### src/hdl/phy_ctrl_defines.vh
`ifndef PHY_CTRL_DEFINES_VH
`define PHY_CTRL_DEFINES_VH

// Register numbers on the management link.
`define PHY_REG_BASIC_CONTROL 5'h00
`define PHY_REG_BASIC_STATUS 5'h01
`define PHY_REG_IDENTIFIER_HIGH 5'h02
`define PHY_REG_IDENTIFIER_LOW 5'h03
`define PHY_REG_NEGOTIATION_ADVERTISE 5'h04
`define PHY_REG_PARTNER_ABILITY 5'h05
`define PHY_REG_NEGOTIATION_EXPANSION 5'h06
`define PHY_REG_NEGOTIATION_NEXT_PAGE 5'h07
`define PHY_REG_PARTNER_NEXT_PAGE 5'h08
`define PHY_REG_RESERVED_NINE 5'h09
`define PHY_REG_DIGITAL_CONTROL_RESERVED 5'h10
`define PHY_REG_ANALOG_FRONTEND_CONTROL 5'h11
`define PHY_REG_RESERVED_TWELVE_BLOCK 5'h12
`define PHY_REG_RECEIVE_ERROR_COUNTER 5'h15
`define PHY_REG_STRAP_OVERRIDE 5'h16
`define PHY_REG_STRAP_STATUS 5'h17
`define PHY_REG_EXPANDED_CONTROL 5'h18
`define PHY_REG_RESERVED_NINETEEN_BLOCK 5'h19
`define PHY_REG_INTERRUPT_CONTROL_STATUS 5'h1B
`define PHY_REG_RESERVED_1C 5'h1C
`define PHY_REG_CABLE_DIAG_CONTROL_STATUS 5'h1D
`define PHY_REG_TRANSCEIVER_CONTROL_ONE 5'h1E
`define PHY_REG_TRANSCEIVER_CONTROL_TWO 5'h1F

// Bit positions in the basic control register.
`define BC_SOFT_RESET 15
`define BC_LOOPBACK 14
`define BC_SPEED_100 13
`define BC_AN_ENABLE 12
`define BC_POWER_DOWN 11
`define BC_ISOLATE 10
`define BC_AN_RESTART 9
`define BC_FULL_DUPLEX 8
`define BC_COLLISION_TEST 7
`define BC_RESERVED_ZERO 7'h00

// Fixed reset values of the bits that have no strap.
`define BC_LOOPBACK_RST 1'b0
`define BC_POWER_DOWN_RST 1'b0
`define BC_COLLISION_TEST_RST 1'b0

// Management frame layout.
`define MDIO_PREAMBLE_BITS 6'h20
`define MDIO_HDR_LAST 6'h0C
`define MDIO_DATA_LAST 6'h0F
`define MDIO_OP_READ 2'h2
`define MDIO_OP_WRITE 2'h1
`define MDIO_READ_IDLE 16'h0000

// Self-clearing hold times in clock cycles.
`define SOFT_RESET_HOLD_CYCLES 16
`define AN_RESTART_HOLD_CYCLES 1

`endif

### src/hdl/self_clear_bit.v
// A command bit that reads one from its set until it clears itself.
module self_clear_bit #(
  parameter HOLD = 1
) (
  // Clock and reset.
  input wire i_clk,
  input wire i_reset,
  // Command.
  input wire i_set,
  // State.
  output wire o_active,
  output reg o_done
);

  reg [15:0] count_r;

  // The count runs down while active; a set during a run is ignored.
  always @(posedge i_clk or posedge i_reset) begin
    if (i_reset) begin
      count_r <= 16'h0000;
      o_done <= 1'b0;
    end else begin
      o_done <= 1'b0;
      if (count_r != 16'h0000) begin
        count_r <= count_r - 16'h0001;
        if (count_r == 16'h0001) begin
          o_done <= 1'b1;
        end
      end else if (i_set) begin
        count_r <= HOLD[15:0];
      end
    end
  end

  assign o_active = (count_r != 16'h0000);

endmodule

### src/hdl/phy_basic_control_regs.v
// Operation
// - Reset bit starts soft reset, then self-clears.
// - Restart bit restarts negotiation, then self-clears.
// - Speed bit picks 100/10, unless negotiation enabled.
// - Negotiation result overrides speed and duplex bits.
// - Reset from power-down: first clears, second resets.
// - Isolate bit cuts transceiver off MAC interface.
// - Duplex bit full when one; default inverted strap.
// - Speed bit reset value from speed strap.
// - Negotiation enable reset value from its strap.
// - Isolate bit reset value from isolate strap.
`include "phy_ctrl_defines.vh"

module phy_basic_control_regs #(
  parameter SW_RESET_CYCLES = `SOFT_RESET_HOLD_CYCLES,
  parameter AN_RESTART_CYCLES = `AN_RESTART_HOLD_CYCLES
) (
  // Clock and reset.
  input wire i_ref_clk,
  input wire i_reset,
  // Serial management link.
  input wire i_mdc,
  input wire i_mdio,
  output wire o_mdio,
  output wire o_mdio_oe,
  input wire [4:0] i_phy_addr,
  // Strap inputs, caught after reset.
  input wire i_strap_speed,
  input wire i_negotiation_enable_strap,
  input wire i_strap_isolate,
  input wire i_strap_duplex,
  // Negotiation result from the link engine.
  input wire i_an_speed_100,
  input wire i_an_full_duplex,
  // Control outputs to the transceiver.
  output reg o_soft_reset,
  output reg o_an_restart,
  output reg o_loopback,
  output reg o_speed_100,
  output reg o_full_duplex,
  output reg o_an_enable,
  output reg o_power_down,
  output reg o_isolate,
  output reg o_collision_test
);

  // Frame receiver states.
  localparam ST_PRE = 2'h0;
  localparam ST_HDR = 2'h1;
  localparam ST_TA = 2'h2;
  localparam ST_DATA = 2'h3;

  // Link sampling and frame state.
  reg mdc_prev_r;
  reg [1:0] state_r;
  reg [5:0] bit_cnt_r;
  reg [11:0] hdr_r;
  reg is_read_r;
  reg [4:0] reg_addr_r;
  reg [15:0] shift_r;
  reg mdio_out_r;
  reg mdio_oe_r;
  reg wr_en_r;
  reg [15:0] wr_data_r;

  // Control register fields.
  reg strap_load_r;
  reg loopback_r;
  reg speed_r;
  reg an_en_r;
  reg pdown_r;
  reg iso_r;
  reg duplex_r;
  reg coltest_r;

  // Decoded frame and control strobes.
  wire mdc_rise;
  wire [12:0] hdr_word;
  wire hdr_ok;
  wire ctrl_write;
  wire reset_req;
  wire srst_start;
  wire srst_active;
  wire srst_done;
  wire restart_start;
  wire restart_active;
  wire [15:0] ctrl_word;
  reg [15:0] rd_data;

  // The link clock is an ordinary input here, so an edge is a sampled rise.
  // Its idle level is low, so the reset value of the previous sample
  // cannot fake a rise just after reset.
  always @(posedge i_ref_clk or posedge i_reset) begin
    if (i_reset) begin
      mdc_prev_r <= 1'b0;
    end else begin
      mdc_prev_r <= i_mdc;
    end
  end

  assign mdc_rise = i_mdc & ~mdc_prev_r;

  // Second start bit, opcode, device address and register number.
  // The second start bit must be one; a frame without it is dropped.
  assign hdr_word = {hdr_r, i_mdio};
  assign hdr_ok = hdr_word[12] && (hdr_word[9:5] == i_phy_addr) &&
    ((hdr_word[11:10] == `MDIO_OP_READ) || (hdr_word[11:10] == `MDIO_OP_WRITE));

  // Frame receiver. A frame for another address is dropped and the
  // receiver waits for a fresh preamble, so it never drives a shared line.
  always @(posedge i_ref_clk or posedge i_reset) begin
    if (i_reset) begin
      state_r <= ST_PRE;
      bit_cnt_r <= 6'h00;
      hdr_r <= 12'h000;
      is_read_r <= 1'b0;
      reg_addr_r <= 5'h00;
      shift_r <= 16'h0000;
      mdio_out_r <= 1'b0;
      mdio_oe_r <= 1'b0;
      wr_en_r <= 1'b0;
      wr_data_r <= 16'h0000;
    end else begin
      wr_en_r <= 1'b0;
      if (mdc_rise) begin
        case (state_r)
          // Ones are counted up to a full preamble and held there; a zero
          // after a full count is the first start bit, and a zero after a
          // short run throws the count away so a noisy line cannot sneak
          // a frame in.
          ST_PRE: begin
            if (i_mdio) begin
              if (bit_cnt_r != `MDIO_PREAMBLE_BITS) begin
                bit_cnt_r <= bit_cnt_r + 6'h01;
              end
            end else if (bit_cnt_r == `MDIO_PREAMBLE_BITS) begin
              state_r <= ST_HDR;
              bit_cnt_r <= 6'h00;
            end else begin
              bit_cnt_r <= 6'h00;
            end
          end
          // The header is judged only on its last bit, so a frame for
          // another address still runs its full length through here and
          // the receiver never lands in the data stage by accident.
          ST_HDR: begin
            hdr_r <= hdr_word[11:0];
            if (bit_cnt_r == `MDIO_HDR_LAST) begin
              bit_cnt_r <= 6'h00;
              if (hdr_ok) begin
                state_r <= ST_TA;
                is_read_r <= (hdr_word[11:10] == `MDIO_OP_READ);
                reg_addr_r <= hdr_word[4:0];
              end else begin
                state_r <= ST_PRE;
              end
            end else begin
              bit_cnt_r <= bit_cnt_r + 6'h01;
            end
          end
          // On a read the line is taken at the first turnaround rise. The
          // controller has let go by then, and it samples the driven zero
          // during the second turnaround bit, as the frame expects.
          ST_TA: begin
            if (bit_cnt_r == 6'h00) begin
              bit_cnt_r <= 6'h01;
              if (is_read_r) begin
                mdio_oe_r <= 1'b1;
                mdio_out_r <= 1'b0;
              end
            end else begin
              state_r <= ST_DATA;
              bit_cnt_r <= 6'h00;
              if (is_read_r) begin
                mdio_out_r <= rd_data[15];
                shift_r <= {rd_data[14:0], 1'b0};
              end
            end
          end
          // Reads shift out most significant bit first and let go of the
          // line at the rise that closes bit zero. Writes gather sixteen
          // bits and raise a one-clock strobe with the finished word.
          ST_DATA: begin
            if (is_read_r) begin
              if (bit_cnt_r == `MDIO_DATA_LAST) begin
                mdio_oe_r <= 1'b0;
                mdio_out_r <= 1'b0;
                state_r <= ST_PRE;
                bit_cnt_r <= 6'h00;
              end else begin
                mdio_out_r <= shift_r[15];
                shift_r <= {shift_r[14:0], 1'b0};
                bit_cnt_r <= bit_cnt_r + 6'h01;
              end
            end else begin
              shift_r <= {shift_r[14:0], i_mdio};
              if (bit_cnt_r == `MDIO_DATA_LAST) begin
                wr_en_r <= 1'b1;
                wr_data_r <= {shift_r[14:0], i_mdio};
                state_r <= ST_PRE;
                bit_cnt_r <= 6'h00;
              end else begin
                bit_cnt_r <= bit_cnt_r + 6'h01;
              end
            end
          end
          // Unused state codes fall back to hunting for a preamble.
          default: begin
            state_r <= ST_PRE;
            bit_cnt_r <= 6'h00;
          end
        endcase
      end
    end
  end

  assign o_mdio = mdio_out_r;
  assign o_mdio_oe = mdio_oe_r;

  // Write decode for the basic control register.
  assign ctrl_write = wr_en_r && (reg_addr_r == `PHY_REG_BASIC_CONTROL);
  assign reset_req = ctrl_write && wr_data_r[`BC_SOFT_RESET];
  // A reset write while powered down only wakes the device.
  assign srst_start = reset_req && !pdown_r && !srst_active;
  assign restart_start = ctrl_write && !reset_req && !srst_active &&
    wr_data_r[`BC_AN_RESTART];

  // Soft reset holds for a fixed time, then reloads every default.
  self_clear_bit #(
    .HOLD(SW_RESET_CYCLES)
  ) u_soft_reset (
    .i_clk(i_ref_clk),
    .i_reset(i_reset),
    .i_set(srst_start),
    .o_active(srst_active),
    .o_done(srst_done)
  );

  // Negotiation restart reads one for its hold and then clears itself.
  // A restart written along with a reset bit is dropped, since the reset
  // that follows returns every field to its default.
  self_clear_bit #(
    .HOLD(AN_RESTART_CYCLES)
  ) u_an_restart (
    .i_clk(i_ref_clk),
    .i_reset(i_reset),
    .i_set(restart_start),
    .o_active(restart_active),
    .o_done()
  );

  // Control fields. Straps are caught by the clock after reset release,
  // never by the asynchronous reset itself, and again after a soft reset.
  // Writes that land while a soft reset runs are dropped, since the
  // reload at its end would overwrite them anyway.
  always @(posedge i_ref_clk or posedge i_reset) begin
    if (i_reset) begin
      strap_load_r <= 1'b1;
      loopback_r <= `BC_LOOPBACK_RST;
      speed_r <= 1'b0;
      an_en_r <= 1'b0;
      pdown_r <= `BC_POWER_DOWN_RST;
      iso_r <= 1'b0;
      duplex_r <= 1'b0;
      coltest_r <= `BC_COLLISION_TEST_RST;
    end else if (strap_load_r || srst_done) begin
      strap_load_r <= 1'b0;
      loopback_r <= `BC_LOOPBACK_RST;
      speed_r <= i_strap_speed;
      an_en_r <= i_negotiation_enable_strap;
      pdown_r <= `BC_POWER_DOWN_RST;
      iso_r <= i_strap_isolate;
      duplex_r <= ~i_strap_duplex;
      coltest_r <= `BC_COLLISION_TEST_RST;
    end else if (ctrl_write && !srst_active) begin
      if (reset_req) begin
        if (pdown_r) begin
          pdown_r <= 1'b0;
        end
      end else begin
        loopback_r <= wr_data_r[`BC_LOOPBACK];
        speed_r <= wr_data_r[`BC_SPEED_100];
        an_en_r <= wr_data_r[`BC_AN_ENABLE];
        pdown_r <= wr_data_r[`BC_POWER_DOWN];
        iso_r <= wr_data_r[`BC_ISOLATE];
        duplex_r <= wr_data_r[`BC_FULL_DUPLEX];
        coltest_r <= wr_data_r[`BC_COLLISION_TEST];
      end
    end
  end

  // Read view of the basic control register; the low bits stay zero.
  // Bits fifteen and nine show the running self-clearing commands.
  assign ctrl_word = {srst_active, loopback_r, speed_r, an_en_r, pdown_r,
    iso_r, restart_active, duplex_r, coltest_r, `BC_RESERVED_ZERO};

  // Read mux. The other registers of the map exist on the link, but
  // their contents are kept by other blocks, so they read zero here.
  // The address is held from the header, so the word is settled well
  // before the second turnaround rise loads it into the shifter.
  always @* begin
    case (reg_addr_r)
      `PHY_REG_BASIC_CONTROL: begin
        rd_data = ctrl_word;
      end
      default: begin
        rd_data = `MDIO_READ_IDLE;
      end
    endcase
  end

  // Outputs to the transceiver, registered so they never glitch.
  // They trail the register fields by one clock, which is the price
  // paid for glitch-free levels at the transceiver.
  // With negotiation on, the negotiated speed and duplex win over the
  // manual bits, which keep their stored value for a later manual mode.
  always @(posedge i_ref_clk or posedge i_reset) begin
    if (i_reset) begin
      o_soft_reset <= 1'b0;
      o_an_restart <= 1'b0;
      o_loopback <= 1'b0;
      o_speed_100 <= 1'b0;
      o_full_duplex <= 1'b0;
      o_an_enable <= 1'b0;
      o_power_down <= 1'b0;
      o_isolate <= 1'b0;
      o_collision_test <= 1'b0;
    end else begin
      o_soft_reset <= srst_active;
      o_an_restart <= restart_active && an_en_r;
      o_loopback <= loopback_r;
      o_speed_100 <= an_en_r ? i_an_speed_100 : speed_r;
      o_full_duplex <= an_en_r ? i_an_full_duplex : duplex_r;
      o_an_enable <= an_en_r;
      o_power_down <= pdown_r;
      o_isolate <= iso_r;
      o_collision_test <= coltest_r;
    end
  end

endmodule

### config.mk
export PLATFORM = sky130hd
export DESIGN_NAME = phy_basic_control_regs
export DESIGN_NICKNAME = d
export VERILOG_FILES = /design/src/hdl/self_clear_bit.v /design/src/hdl/phy_basic_control_regs.v
export VERILOG_INCLUDE_DIRS = /design/src /design/src/hdl
export SDC_FILE = /design/constraint.sdc
export NUM_CORES = 1
export LEC_CHECK = 0
export ABC_AREA = 1
export BUFFER_PORTS_ARGS = -buffer_cell sky130_fd_sc_hd__buf_2
export CORE_UTILIZATION = 57
export CTS_BUF_LIST = sky130_fd_sc_hd__clkbuf_4 sky130_fd_sc_hd__clkbuf_8
export DETAILED_ROUTE_END_ITERATION = 10
export PLACE_DENSITY = 0.78
export SLEW_MARGIN = 20
export SYNTH_ARGS = -nofsm -noshare
export SYNTH_HDL_FRONTEND = slang
export SYNTH_SLANG_ARGS = --single-unit
### constraint.sdc
create_clock -name i_ref_clk -period 3.16 [get_ports i_ref_clk]
set_input_delay 0.316 -clock i_ref_clk [delete_from_list [all_inputs] [get_ports i_ref_clk]]
set_output_delay 0.316 -clock i_ref_clk [all_outputs]
set_load 0.02 [all_outputs]
==> metrics.txt, run 1 <==
status completed; # DRC 0; clock sinks 105; arrival time of the worst setup path 2.68 ns; final setup fails 0; TritonCTS buffer count 9; post-synth cell types 33; fin crit period 2.44 ns; Req. time, crit path 3.40 ns; share of cells above drive strength 1 10.4%; Post-CTS Setup Inserts 0; DRT antenna net count 0; DR vias 4003; power per cell area 419 nW/um2; Crit Path Max Fanout 20; worst-case clock skew 0.0105 ns; CTS tree built; clock-pin slew of the registers on the worst-case setup and hold paths 0.10 ns; CP Capture Type flip-flop; RSZ-0062 raised after global routing false; vias in the first global route 3540; worst setup path category reg -> reg; row count 34; clock root buffer clkbuf_8; number of max-cap violations 0; synth warn 0; Post-synth EDFFs 0; Die Y-Extent 96.3 um; Inserted Diodes 0; GRT Resource Usage Total 22.6%; global-route wire length before repair 15900 um; Initial DRC Count 216; Rel. slew slack 45.7%; IO Count 26; setup_tns 0 ns; Area Growth Syn to Fin 7.85%; worst-margin pin slew 0.813 ns; wire per inst 12.6 um; largest net degree at the start of global routing 67; Cells after Synth 623; core footprint 8680 um2; deepest clock path buffer count 2; Most used DFF post-synth dfrtp_1; die width 96.3 um; Hold Path Class in -> reg; async set or reset register ratio after synthesis 100%; VDD IR-drop max 0.194 mV; via/cell ratio 5.24; achievable frequency 410 MHz; Detailed Route WL 9620 um; Synth Net Count 645; Post-DP HPWL 6910 um; post-cts resize count 0; I/O Buffers 25; initial antenna violation count 0; grt ovf 0; sequential share of the synthesized area 51.9%; pre-CTS setup slack 0.755 ns; number of H-tree levels 3; Syn Area/Cell 8.14 um2; clock latency on the worst-skew pair 0.37 ns; leading cell type in the layout, fill and taps excluded nand2_1; commonest non-fill, non-tap cells in the layout 161 x nand2_1, 104 x dfrtp_1, 82 x nor2_1; crit share post-route 77.2%; fin. max-slew vios 0; die area 9270 um2; first-pass iteration count of the detailed router 5; initial core utilization 58.4%; nets@finish 673; mapped cell area 5070 um2; setup slack after layout 0.719 ns; Static Leak 3.06 nW; startpoint types flip-flop; Hold Vio Cnt, Final 0; gp weighted congestion 0.868; FF+latch count, synth 105
sequential cells by signal, indices dropped and copies added (netlist names), 5 cells and up, named ones only:
register              flops
shift_r                  16
u_an_restart.count_r     16
u_soft_reset.count_r     16
hdr_r                    12
wr_data_r                 9
bit_cnt_r                 6
reg_addr_r                5
metal layers:
layer  global-route usage (%)  vias to the layer above  part of all wire [%]
met3                     5.77                       13                   3.2
met5                        0                        -                     0
met2                     36.6                       67                    47
li1                         -                     2034                     -
met1                     30.1                     1889                    49
met4                     6.25                        0                   1.2
synthesized netlist by cell type, types with 2 or more instances:
cell type	instances	area, um2
a21oi_1	18	90.1
a22oi_1	3	22.5
buf_2	3	15.0
buf_6	4	45.0
clkbuf_1	3	11.3
dfrtp_1	104	2600
ha_1	7	87.6
inv_1	75	282
nand2_1	161	604
nand2_2	3	18.8
nand3_1	59	295
nand3_2	3	30.0
nand4_1	11	68.8
nor2_1	82	308
nor2_2	5	31.3
nor2_4	2	22.5
nor3_1	7	35.0
nor3b_1	5	37.5
o21ai_0	34	170
o21ai_2	4	35.0
o22ai_1	4	25.0
or2_2	4	25.0
xnor2_1	3	26.3
xor2_1	10	87.6
cells by family (layout without fill, tap and decap cells):
| family | after synthesis | count (layout) | share of synthesized area [%] |
|---|---|---|---|
| compound gates | 67 | 67 | 7.31 |
| other cells | 1 | 1 | 0.0740 |
| buf+inv | 87 | 120 | 7.43 |
| simple gates | 342 | 342 | 29.1 |
| mux | 1 | 1 | 0.222 |
| flops | 105 | 105 | 51.9 |
| xor+xnor | 13 | 13 | 2.25 |
| fa+ha+maj | 7 | 7 | 1.73 |
where the power goes:
group          switching (mW)  total [mW]  internal [mW]
clock                   0.477       0.796          0.320
sequential             0.0185        1.38           1.36
combinational          0.0775       0.115         0.0376
total                   0.573        2.29           1.72
area by class of cell:
type / instances / area [um2]
clock buffers: 10 / 138
clock inverters: 6 / 51.3
flip-flops and latches: 105 / 2630
well taps: 108 / 135
multi-input cells: 431 / 2060
repair buffers: 28 / 163
inverters: 76 / 288
fillers: 766 / 3210
per-stage QoR:
stage	power (mW)	cell area, um2	instances	utilization, %	hold slack (ns)
after floorplan	1.48	5070	623	-	0.347
after global routing	2.40	5470	764	63.0	0.0364
final	2.29	5470	764	63.0	0.0609
after global placement	1.52	5270	747	60.7	0.384
after detailed placement	1.52	5270	747	60.7	0.381
after CTS	2.33	5470	764	63.0	0.0380
path summary, 6_finish.rpt:
check | startpoint | end | slack (ns) | depth (start not counted)
max | bit_cnt_r[0] | shift_r[8] | 0.72 | 9
min | i_mdc | mdc_prev_r | 0.06 | 1
max reg2reg | bit_cnt_r[0] | shift_r[8] | 0.72 | 9
min reg2reg | pdown_r | o_power_down | 0.42 | 0
max in group asynchronous | i_reset | u_an_restart.count_r[0] | 1.94 | 4
min in group asynchronous | i_reset | u_soft_reset.count_r[15] | 0.51 | 3
repair_timing:
action,4_1_cts,5_1_grt
setup endpoints to repair,0,0
endpoints found under the hold margin,38,0
hold buffers,1,0
critical path, stage by stage (launching register included):
cell     delay (ns)
dfrtp_1        0.43
inv_1          0.08
ha_1           0.23
nor3b_1        0.16
nand3_1        0.09
inv_1          0.07
nor2_2         0.64
inv_1          0.39
nand2_1        0.13
o21ai_0        0.09
(Power assumes the default switching activity.)
==> inputs of run 2 (changes only) <==
clock period = 2.12 ns   (was 3.16 ns; I/O delays follow)
==> metrics.txt, run 2 (synthesis results as in run 1) <==
arrival time of the worst setup path 2.21 ns; Die Y-Extent 96.3 um; Hold Path Class in -> reg; DR vias 4136; clock root buffer clkbuf_8; RSZ-0062 raised after global routing false; deepest clock path buffer count 2; post-route cell area 5580 um2; final setup fails 0; setup slack after layout 0.189 ns; Hold Vio Cnt, Final 0; worst setup path category reg -> reg; startpoint types flip-flop; crit path capture shift_r[11]; fin. max-slew vios 0; dpl cell area 5310 um2; IO Count 26; TritonCTS buffer count 9; crit share post-route 91.1%; CP Capture Type flip-flop; worst r2r src bit_cnt_r[0]; gp weighted congestion 0.871; CTS tree built; worst-case clock skew 0.00784 ns; largest net degree at the start of global routing 63; core footprint 8680 um2; sequential cell area 2630 um2; GRT Resource Usage Total 23.0%; wire per inst 12.5 um; # DRC 0; Initial DRC Count 234; fin util 64.3%; clock sinks 105; I/O Buffers 25; launch point of the critical path bit_cnt_r[0]; Multi-input gate area 2070 um2; commonest non-fill, non-tap cells in the layout 161 x nand2_1, 104 x dfrtp_1, 82 x nor2_1; share of cells above drive strength 1 11.6%; initial core utilization 58.4%; Area Growth Syn to Fin 10.1%; power per cell area 650 nW/um2; DRT antenna net count 0; die width 96.3 um; number of H-tree levels 3; Top Registers shift_r: 16 flops, u_an_restart.count_r: 16 flops, u_soft_reset.count_r: 16 flops; RR Endpoint shift_r[11]; grt ovf 0; vias in the first global route 3787; initial antenna violation count 0; Inserted Diodes 0; fillcell total 739; R2R cell count 8; pre-CTS setup slack -0.241 ns; VDD IR-drop max 0.411 mV; via/cell ratio 5.36; fin crit period 1.93 ns; die area 9270 um2; number of max-cap violations 0; clock-pin slew of the registers on the worst-case setup and hold paths 0.10 ns; status completed; Crit Path Max Fanout 13; row count 34; Static Leak 3.11 nW; Req. time, crit path 2.40 ns; Post-DP HPWL 7050 um; first-pass iteration count of the detailed router 5; achievable frequency 518 MHz; global-route wire length before repair 16600 um; clock latency on the worst-skew pair 0.36 ns; leading cell type in the layout, fill and taps excluded nand2_1; Detailed Route WL 9640 um; r2r setup slk 0.19 ns; nets@finish 681
## run 2: timing repair
item | 4_1_cts | 5_1_grt
gates cloned | 0 | 1
hold buffers | 2 | 0
resized for setup | 1 | 2
hold endpoints to repair | 12 | 0
pin swaps | 0 | 1
setup buffers | 0 | 0
endpoints found under the setup margin | 10 | 10
## run 2: per-layer routing
layer  global-route usage, %  part of all wire, %  up-vias
met5                       0                    0        -
met4                    5.51                  1.1        0
met3                    5.29                  5.1       11
met2                    38.6                   49      113
met1                    30.3                   45     1958
li1                        -                    -     2054
## run 2: worst min-delay path by stage
stage                                    endpoint  cells past startpoint  slack (ns)      startpoint
after floorplan                        mdc_prev_r                      0        0.24           i_mdc
after global placement                 o_loopback                      2        0.19         i_reset
after detailed placement  u_soft_reset.count_r[2]                      2        0.19         i_reset
after CTS                             o_speed_100                      3        0.04  i_an_speed_100
after global routing                  o_speed_100                      3        0.04  i_an_speed_100
final                                 o_speed_100                      3        0.06  i_an_speed_100
## run 2: where the power goes
part / switching (mW) / internal, mW
combinational: 0.118 / 0.0595
sequential: 0.0262 / 2.03
clock: 0.673 / 0.722
total: 0.817 / 2.81
## run 2: layout make-up
type,count,share of cell area [%]
clock buffers,11,2.60
clock inverters,5,1.55
inverters,76,5.25
multi-input cells,432,37.2
flip-flops and latches,105,47.1
well taps,108,2.42
repair buffers,35,3.90
## run 2: stage by stage
step	cells	total power [mW]	setup TNS [ns]	hold slack, ns
6_report	772	3.63	0	0.0554
5_1_grt	772	3.78	0	0.0437
4_1_cts	771	3.67	0	0.0415
3_5_place_dp	753	2.27	-2.02	0.192
3_3_place_gp	753	2.27	-1.49	0.193
2_1_floorplan	623	2.21	0	0.243
## run 2: critical path: stages, from the launching register on
cell	delay (ns)
dfrtp_1	0.43
inv_1	0.08
ha_1	0.23
nor3b_1	0.16
nand3_1	0.11
inv_2	0.08
nor2_4	0.24
clkinvlp_4	0.28
o21ai_0	0.22
